===== src/verilog/adc_seq_pkg.sv =====
// Constants shared by the conversion sequencer and its cycle counter
package adc_seq_pkg;

  // Register indexes; byte address is four times the index
  localparam logic [13:0] CTL0_IDX = 14'hF70;
  localparam logic [13:0] CTL1_IDX = 14'hF71;
  localparam logic [13:0] RES_HI_IDX = 14'hF72;
  localparam logic [13:0] RES_LO_IDX = 14'hF73;
  localparam logic [13:0] STATUS_IDX = 14'hF74;

  // Control register 0 field positions
  localparam int GO_BIT = 7;
  localparam int REF_LO_BIT = 6;
  localparam int REF_PIN_BIT = 5;
  localparam int REPEAT_BIT = 4;
  localparam int SEL_MSB = 3;
  localparam int SEL_LSB = 0;

  // Control register 1 field position
  localparam int REF_HI_BIT = 7;

  // Status register field positions
  localparam int ST_POWERED_BIT = 0;
  localparam int ST_BUSY_BIT = 1;
  localparam int ST_REPEATING_BIT = 2;

  // Reset values
  localparam logic [7:0] CTL0_RESET = 8'h00;
  localparam logic REF_HI_RESET = 1'b1;
  localparam logic [7:0] RESULT_RESET = 8'h00;

  // Raw result layout: 13 bits, high byte takes bits 12..5
  localparam int RAW_W = 13;
  localparam int RES_LO_SHIFT = 3;

  // Timing counts in system clock cycles
  localparam int CNT_W = 13;
  localparam logic [12:0] CONV_CYCLES_DEF = 13'h1409;
  localparam logic [12:0] PWRUP_CYCLES = 13'h0028;
  localparam logic [12:0] REPEAT_CYCLES = 13'h0100;
  localparam logic [12:0] IDLE_CYCLES = 13'h00A0;

  // Input select
  localparam int NUM_INPUTS = 8;

  // Sequencer states
  typedef enum logic [4:0] {
    ST_OFF = 5'b00001,
    ST_PWRUP = 5'b00010,
    ST_CONV = 5'b00100,
    ST_REPEAT = 5'b01000,
    ST_READY = 5'b10000
  } seq_state_t;

endpackage


===== src/verilog/adc_conversion_sequencer.sv =====
// Conversion sequencer for the sigma-delta converter, with APB registers
`timescale 1ns/1ps
`default_nettype none
module adc_conversion_sequencer
  import adc_seq_pkg::*;
#(
  parameter logic [12:0] CONV_CYCLES = CONV_CYCLES_DEF
) (
  input wire logic pclk,
  input wire logic presetn,
  input wire logic psel,
  input wire logic penable,
  input wire logic pwrite,
  input wire logic [15:0] paddr,
  input wire logic [31:0] pwdata,
  input wire logic [3:0] pstrb,
  output logic [31:0] prdata,
  output logic pready,
  output logic pslverr,
  input wire logic [RAW_W-1:0] raw_data,
  input wire logic raw_valid,
  output logic converter_power,
  output logic modulator_run,
  output logic [NUM_INPUTS-1:0] input_switch_en,
  output logic [1:0] ref_level,
  output logic ref_to_pin,
  output logic conv_done_irq
);

  // Register state
  logic conversion_go_ff, ref_level_lo_ff, ref_to_pin_ff, repeat_mode_ff;
  logic [3:0] input_select_ff;
  logic ref_level_hi_ff;
  logic [7:0] result_high_byte_ff;
  logic [7:0] result_low_byte_ff;
  logic [RAW_W-1:0] raw_hold_ff;
  logic irq_ff;
  logic [31:0] prdata_ff;
  logic nxt_conversion_go, nxt_ref_level_lo, nxt_ref_to_pin, nxt_repeat_mode;
  logic [3:0] nxt_input_select;
  logic nxt_ref_level_hi;
  logic [7:0] nxt_result_high_byte;
  logic [7:0] nxt_result_low_byte;
  logic [RAW_W-1:0] nxt_raw_hold;
  logic nxt_irq;
  logic [31:0] nxt_prdata;

  // Sequencer state
  seq_state_t state_ff;
  seq_state_t nxt_state;

  // Bus decode
  logic sel_ctl0, sel_ctl1, sel_res_hi, sel_res_lo, sel_status;
  logic mapped, wr_access, wr_ctl0, wr_ctl1, go_start;

  // Counter controls
  logic seq_load, seq_clear, seq_expired, complete;
  logic [CNT_W-1:0] seq_value;
  logic idle_load, idle_clear, idle_expired;
  logic [RAW_W-1:0] sample;

  // Address decode: word-aligned, index is the byte address over four
  always_comb begin
    sel_ctl0 = (paddr[15:2] == CTL0_IDX) && (paddr[1:0] == 2'b00);
    sel_ctl1 = (paddr[15:2] == CTL1_IDX) && (paddr[1:0] == 2'b00);
    sel_res_hi = (paddr[15:2] == RES_HI_IDX) && (paddr[1:0] == 2'b00);
    sel_res_lo = (paddr[15:2] == RES_LO_IDX) && (paddr[1:0] == 2'b00);
    sel_status = (paddr[15:2] == STATUS_IDX) && (paddr[1:0] == 2'b00);
    mapped = sel_ctl0 | sel_ctl1 | sel_res_hi | sel_res_lo | sel_status;
  end

  // Zero wait states; read data is captured in the setup cycle
  assign pready = 1'b1;
  assign pslverr = psel && penable && !mapped;

  // Writes take effect on the access edge, only via byte lane 0
  assign wr_access = psel && penable && pwrite && mapped && pstrb[0];
  assign wr_ctl0 = wr_access && sel_ctl0;
  assign wr_ctl1 = wr_access && sel_ctl1;
  // Only a written one starts or restarts; a zero leaves it alone
  assign go_start = wr_ctl0 && pwdata[GO_BIT];

  // Latest sample from the front end, used when the count runs out
  assign sample = raw_valid ? raw_data : raw_hold_ff;

  // A result only from converting states; a restart or stop wins
  assign complete = seq_expired && !go_start &&
                    ((state_ff == ST_CONV) ||
                     ((state_ff == ST_REPEAT) && repeat_mode_ff));

  // Sequencer next state and counter loads
  always_comb begin
    nxt_state = state_ff;
    seq_load = 1'b0;
    seq_value = CONV_CYCLES;
    seq_clear = 1'b0;
    unique case (state_ff)
      ST_OFF: begin
        if (go_start) begin
          nxt_state = ST_PWRUP;
          seq_load = 1'b1;
          seq_value = PWRUP_CYCLES;
        end
      end
      ST_PWRUP: begin
        if (go_start) begin
          seq_load = 1'b1;
          seq_value = PWRUP_CYCLES;
        end else if (seq_expired) begin
          nxt_state = ST_CONV;
          seq_load = 1'b1;
          seq_value = CONV_CYCLES;
        end
      end
      ST_CONV: begin
        if (go_start) begin
          seq_load = 1'b1;
          seq_value = CONV_CYCLES;
        end else if (seq_expired) begin
          if (repeat_mode_ff) begin
            nxt_state = ST_REPEAT;
            seq_load = 1'b1;
            seq_value = REPEAT_CYCLES;
          end else begin
            nxt_state = ST_READY;
            seq_clear = 1'b1;
          end
        end
      end
      ST_REPEAT: begin
        if (go_start) begin
          nxt_state = ST_CONV;
          seq_load = 1'b1;
          seq_value = CONV_CYCLES;
        end else if (!repeat_mode_ff) begin
          // Stop at once; a result already due is not written
          nxt_state = ST_READY;
          seq_clear = 1'b1;
        end else if (seq_expired) begin
          seq_load = 1'b1;
          seq_value = REPEAT_CYCLES;
        end
      end
      ST_READY: begin
        if (go_start) begin
          // Still powered, so no power-up time is spent
          nxt_state = ST_CONV;
          seq_load = 1'b1;
          seq_value = CONV_CYCLES;
        end else if (idle_expired) begin
          nxt_state = ST_OFF;
        end
      end
      default: begin
        nxt_state = ST_OFF;
        seq_clear = 1'b1;
      end
    endcase
  end

  // Idle timer restarts each time the sequencer falls idle
  assign idle_load = (nxt_state == ST_READY) && (state_ff != ST_READY);
  assign idle_clear = (state_ff != ST_READY);

  always_ff @(posedge pclk or negedge presetn) begin
    if (!presetn) begin
      state_ff <= ST_OFF;
    end else begin
      state_ff <= nxt_state;
    end
  end

  // Power-up, conversion and repeat spacing share one counter
  cycle_counter u_seq_counter (
    .pclk(pclk),
    .presetn(presetn),
    .load(seq_load),
    .clear(seq_clear),
    .load_value(seq_value),
    .expired(seq_expired)
  );

  // Counts idle cycles before automatic power-down
  cycle_counter u_idle_counter (
    .pclk(pclk),
    .presetn(presetn),
    .load(idle_load),
    .clear(idle_clear),
    .load_value(IDLE_CYCLES),
    .expired(idle_expired)
  );

  // Control fields, go bit and results
  always_comb begin
    nxt_ref_level_lo = ref_level_lo_ff;
    nxt_ref_to_pin = ref_to_pin_ff;
    nxt_repeat_mode = repeat_mode_ff;
    nxt_input_select = input_select_ff;
    nxt_ref_level_hi = ref_level_hi_ff;
    nxt_conversion_go = conversion_go_ff;
    nxt_result_high_byte = result_high_byte_ff;
    nxt_result_low_byte = result_low_byte_ff;
    nxt_raw_hold = raw_valid ? raw_data : raw_hold_ff;
    nxt_irq = 1'b0;
    if (wr_ctl0) begin
      nxt_ref_level_lo = pwdata[REF_LO_BIT];
      nxt_ref_to_pin = pwdata[REF_PIN_BIT];
      nxt_repeat_mode = pwdata[REPEAT_BIT];
      nxt_input_select = pwdata[SEL_MSB:SEL_LSB];
    end
    if (wr_ctl1) begin
      nxt_ref_level_hi = pwdata[REF_HI_BIT];
    end
    if (complete) begin
      // 11-bit signed result in high byte and low bits 7..5
      nxt_result_high_byte = sample[RAW_W-1:RES_LO_SHIFT+2];
      // Two compensation bits sit just below, bits 2..0 read zero
      nxt_result_low_byte = {sample[RES_LO_SHIFT+1:0],
                             {RES_LO_SHIFT{1'b0}}};
      nxt_irq = 1'b1;
    end
    // First result clears go; later repeat results leave it at zero
    if (complete && (state_ff == ST_CONV)) begin
      nxt_conversion_go = 1'b0;
    end
    // A start written in the completing cycle wins over the clear
    if (go_start) begin
      nxt_conversion_go = 1'b1;
    end
  end

  always_ff @(posedge pclk or negedge presetn) begin
    if (!presetn) begin
      conversion_go_ff <= CTL0_RESET[GO_BIT];
      ref_level_lo_ff <= CTL0_RESET[REF_LO_BIT];
      ref_to_pin_ff <= CTL0_RESET[REF_PIN_BIT];
      repeat_mode_ff <= CTL0_RESET[REPEAT_BIT];
      input_select_ff <= CTL0_RESET[SEL_MSB:SEL_LSB];
      ref_level_hi_ff <= REF_HI_RESET;
      result_high_byte_ff <= RESULT_RESET;
      result_low_byte_ff <= RESULT_RESET;
      raw_hold_ff <= '0;
      irq_ff <= 1'b0;
    end else begin
      conversion_go_ff <= nxt_conversion_go;
      ref_level_lo_ff <= nxt_ref_level_lo;
      ref_to_pin_ff <= nxt_ref_to_pin;
      repeat_mode_ff <= nxt_repeat_mode;
      input_select_ff <= nxt_input_select;
      ref_level_hi_ff <= nxt_ref_level_hi;
      result_high_byte_ff <= nxt_result_high_byte;
      result_low_byte_ff <= nxt_result_low_byte;
      raw_hold_ff <= nxt_raw_hold;
      irq_ff <= nxt_irq;
    end
  end

  // Read mux, sampled in the setup cycle so prdata comes from a flop
  always_comb begin
    nxt_prdata = prdata_ff;
    if (psel && !penable) begin
      nxt_prdata = 32'h0000_0000;
      if (sel_ctl0) begin
        nxt_prdata[GO_BIT] = conversion_go_ff;
        nxt_prdata[REF_LO_BIT] = ref_level_lo_ff;
        nxt_prdata[REF_PIN_BIT] = ref_to_pin_ff;
        nxt_prdata[REPEAT_BIT] = repeat_mode_ff;
        nxt_prdata[SEL_MSB:SEL_LSB] = input_select_ff;
      end else if (sel_ctl1) begin
        nxt_prdata[REF_HI_BIT] = ref_level_hi_ff;
      end else if (sel_res_hi) begin
        nxt_prdata[7:0] = result_high_byte_ff;
      end else if (sel_res_lo) begin
        nxt_prdata[7:0] = result_low_byte_ff;
      end else if (sel_status) begin
        nxt_prdata[ST_POWERED_BIT] = converter_power;
        nxt_prdata[ST_BUSY_BIT] = modulator_run;
        nxt_prdata[ST_REPEATING_BIT] = (state_ff == ST_REPEAT);
      end
    end
  end

  always_ff @(posedge pclk or negedge presetn) begin
    if (!presetn) begin
      prdata_ff <= 32'h0000_0000;
    end else begin
      prdata_ff <= nxt_prdata;
    end
  end

  assign prdata = prdata_ff;

  // Front end controls follow the sequencer state directly
  assign converter_power = (state_ff != ST_OFF);
  assign modulator_run = (state_ff == ST_CONV) || (state_ff == ST_REPEAT);

  // One-hot switch enables; reserved codes leave every switch open
  always_comb begin
    input_switch_en = '0;
    if (!input_select_ff[3]) begin
      input_switch_en[input_select_ff[2:0]] = modulator_run;
    end
  end

  // Reference code: 00 external pin, 01 low level, 10 high level
  assign ref_level = {ref_level_hi_ff, ref_level_lo_ff};
  // Buffer follows the bit; keeping the reference on is software's job
  assign ref_to_pin = ref_to_pin_ff;
  assign conv_done_irq = irq_ff;

endmodule
`default_nettype wire


===== src/verilog/cycle_counter.sv =====
// Loadable down counter that pulses when a loaded count runs out
`timescale 1ns/1ps
`default_nettype none
module cycle_counter
  import adc_seq_pkg::*;
(
  input wire logic pclk,
  input wire logic presetn,
  input wire logic load,
  input wire logic clear,
  input wire logic [CNT_W-1:0] load_value,
  output logic expired
);

  logic [CNT_W-1:0] count_ff;
  logic [CNT_W-1:0] nxt_count;

  // Load wins over clear so a restart is never dropped
  always_comb begin
    nxt_count = count_ff;
    if (load) begin
      nxt_count = load_value;
    end else if (clear) begin
      nxt_count = '0;
    end else if (count_ff != '0) begin
      nxt_count = count_ff - 1'b1;
    end
  end

  always_ff @(posedge pclk or negedge presetn) begin
    if (!presetn) begin
      count_ff <= '0;
    end else begin
      count_ff <= nxt_count;
    end
  end

  // Pulse for one cycle, load_value - 1 edges after the loading edge; decoded from
  // the flop alone so the caller may reload on it without a logic loop
  assign expired = (count_ff == {{(CNT_W-1){1'b0}}, 1'b1});

endmodule
`default_nettype wire

===== config.mk =====
export PLATFORM = sky130hd
export DESIGN_NAME = adc_conversion_sequencer
export DESIGN_NICKNAME = d
export VERILOG_FILES = /design/src/verilog/adc_seq_pkg.sv /design/src/verilog/adc_conversion_sequencer.sv /design/src/verilog/cycle_counter.sv
export SDC_FILE = /design/constraint.sdc
export NUM_CORES = 1
export LEC_CHECK = 0
export BUFFER_PORTS_ARGS = -buffer_cell sky130_fd_sc_hd__buf_4
export CORE_UTILIZATION = 50
export DETAILED_ROUTE_END_ITERATION = 8
export PLACE_DENSITY = 0.79
export SKIP_CTS_REPAIR_TIMING = 1
export SLEW_MARGIN = 20
export SYNTH_ARGS = -nofsm -noshare
export SYNTH_HDL_FRONTEND = slang
export SYNTH_SLANG_ARGS = --single-unit

===== constraint.sdc =====
create_clock -name pclk -period 6.55 [get_ports pclk]
set_clock_uncertainty 0.1 [all_clocks]
set_input_delay 1.965 -clock pclk [delete_from_list [all_inputs] [get_ports pclk]]
set_output_delay 1.965 -clock pclk [all_outputs]
set_load 0.005 [all_outputs]

==> results_dict.tcl <==
set metrics [dict create \
    drt_pre_antenna_iters 4 \
    drt-wirelength-per-cell_microns 15.25 \
    fin_crit_sh_pct 88.87 \
    comb_power_share_pct 15.9 \
    crit_path_start_kind "input port" \
    std_cell_rows 32 \
    switchingPower_uw 319.7 \
    global_route_wire_length_before_repair_microns 14190 \
    finalWeightedCongestion 0.8615 \
    die_w_microns 91.18 \
    power_density_cells_nw_per_um2 253.5 \
    cp-end-kind "output pin" \
    worstPathArrival_ps 3760 \
    finalWirelength_microns 8372 \
    synth.distinct_cells 61 \
    num-nets-final 517 \
    clock_power_share_pct 35.9 \
    cts_root_buf "clkbuf_8" \
    yosysSeqAreaShare_pct 47.26 \
    intPower_uw 863.2 \
    via_per_inst 5.530 \
    synth-edff-count 0 \
    overflow 0 \
    cts_buffer_count 9 \
    maxCapViolations 0 \
    grt_start_max_net_pins 76 \
    syn-mean-instance-area_sq_um 10.41 \
    slew_headroom_pct 37.77 \
    power_frac_seq_pct 48.2 \
    io_buffer_count 66 \
    synthFlopType "dfrtp_1" \
    report.final.hold_viol_count 0 \
    stdcell_area_sq_um 4667 \
    number_of_setup_violations_in_the_final_report 0 \
    insertion_delay_ps 350 \
    floorplan.die_area_sq_um 8313 \
    core_area_sq_um 7727 \
    leakagePower_uw 0.002157 \
    dp_hpwl_microns 6037 \
    antenna_violating_nets_post_route 0 \
    timing.fmax_mhz 171.8 \
    grt_antenna_before_repair 0 \
    fin_setup_tns_ps 0 \
    finalMaxSlewViolations 0 \
    synth_seq_cells 75 \
    vias_in_the_first_global_route 2987 \
    ys_warn_count 0 \
    post_route_cells_drive_above_1_share_pct 27.96 \
    antenna-diode-count 0 \
    routed_vias 3036 \
    clk_pin_slew_worst_paths_ps 80 \
    first_iter_violations 194 \
    clock_tree_buf_depth 2 \
    track_usage_pct 21.77 \
    rsz_0062_raised_after_global_routing "no" \
    h_tree_levels 3 \
    critical_path_peak_fanout 7 \
    cts_tree "built" \
    critPathKind "input port to output pin" \
    worstPathRequired_ps 4490 \
    post_route_minimum_period_ps 5821 \
    synthArstFlopShare_pct 100.0 \
    clock_sink_count 75 \
    floorplan.io_pins 119 \
    drc 0 \
    status "finished, final reports clean" \
    peakVddDrop_v 0.0001887 \
    floorplan.die.height_microns 91.18 \
    fraction_of_power_spent_switching_nets_pct 27.03 \
    postPlaceCellArea_sq_um 4425 \
    mappedNetlistArea_sq_um 3976 \
    p_total_uw 1183 \
    syn2layout_area_growth_pct 17.37 \
    worst_slew_pin_slew_ps 933.5 \
    post_synth_inst_count 382 \
    start_util_pct 51.46 \
    min_path_type "flop to flop" \
]
==> cells by family after synthesis <==
kind of cell    share of synthesized area [%]
other cells                            0.1889
buf+inv                                 7.678
simple gates                            19.60
xor+xnor                                3.304
fa+ha+maj                               1.259
compound gates                          9.975
mux                                     10.73
flops                                   47.26
==> synth_stat cells, drive strengths merged (3+ instances only) <==
master	count	area, sq um
a21oi	17	85.08
a221oi	3	26.28
a31oi	4	25.02
buf	31	230.2
clkbuf	10	37.54
dfrtp	73	1827
ha	4	50.05
inv	10	37.54
mux2	34	416.7
nand2	24	90.09
nand2b	4	25.02
nand3	11	67.57
nand3b	3	22.52
nand4	5	31.28
nand4b	4	35.03
nor2	38	145.1
nor2b	5	31.28
nor3	12	76.33
nor4	6	37.54
o21ai	14	70.07
or3	9	56.30
or4	6	48.80
xnor2	4	35.03
xor2	11	96.34
==> worst paths after layout <==
check	to	startpoint	cells after the start	slack [ps]
worst min-delay path	prdata[7]	prdata[7]	2	400
min in group asynchronous	u_seq_counter.count_ff[6]	presetn	1	1640
worst min register to register	prdata[7]	prdata[7]	2	400
max in group asynchronous	u_idle_counter.count_ff[8]	presetn	1	4100
worst max-delay path	pslverr	paddr[15]	7	730
worst max register to register	result_high_byte_ff[0]	u_seq_counter.count_ff[2]	5	3450
==> power groups by stage <==
stage          combinational [uW]  sequential [uW]  clock (uW)
3_3_place_gp                  181              575           0
3_5_place_dp                  188              579           0
4_1_cts                       190              571         432
6_report                      188              570         425
2_1_floorplan                 140              565           0
5_1_grt                       215              579         452
==> registers in the layout, summed over array words and instances, names as in the netlist <==
register,cells
raw_hold_ff,13
u_idle_counter.count_ff,13
u_seq_counter.count_ff,13
prdata,8
result_high_byte_ff,8
result_low_byte_ff,5
state_ff,5
input_select_ff,4
conv_done_irq,1
conversion_go_ff,1
ref_level_hi_ff,1
ref_level_lo_ff,1
ref_to_pin,1
repeat_mode_ff,1
==> metal layers <==
layer	share of wire [%]	global-route usage, %
met1	46	29.62
met5	0	0
met2	48	34.15
met3	4.5	4.774
met4	1.7	8.201
==> layout make-up <==
type / instances / area [sq um]
timing repair buffer: 67 / 503.0
fill: 663 / 3060
clock inverter: 6 / 113.9
sequential: 75 / 1879
multi-input combinational: 279 / 1878
tap: 102 / 127.6
inverter: 10 / 37.54
clock buffer: 10 / 127.6
==> metrics by stage <==
stage | setup slack [ps] | hold WS, ps | instances | util, %
after global routing | 631.8 | 409.2 | 549 | 60.40
after global placement | 760.9 | 376.8 | 533 | 57.27
final | 729.2 | 395.9 | 549 | 60.40
after floorplan | 998.3 | 362.8 | 405 | -
after CTS | 728.0 | 398.9 | 549 | 60.40
after detailed placement | 721.4 | 382.2 | 533 | 57.27
==> cell usage in the layout, fill, tap and decap left out, drive strengths merged, types with 3 or more instances in the layout <==
cell and instances:
nand4b 4, nor2b 5, inv 10, nor2 38
mux2 34, buf 67, o21ai 14, xor2 11
nand4 5, nand2 24, a31oi 4, nand3 11
nor3 12, a21oi 17, xnor2 4, or4 6
dfrtp 73, clkbuf 10, or3 9, bufinv 3
nor4 6, nand3b 3, conb 25, a221oi 3
ha 4, nand2b 4
==> critical path, cell delays in order <==
cell and delay [ps]:
buf_4 110, or4_1 520, or4_1 640, nor2_1 150, buf_4 160, nor3_1 60
buf_4 150
No activity file was read; power rests on OpenSTA's default activity.
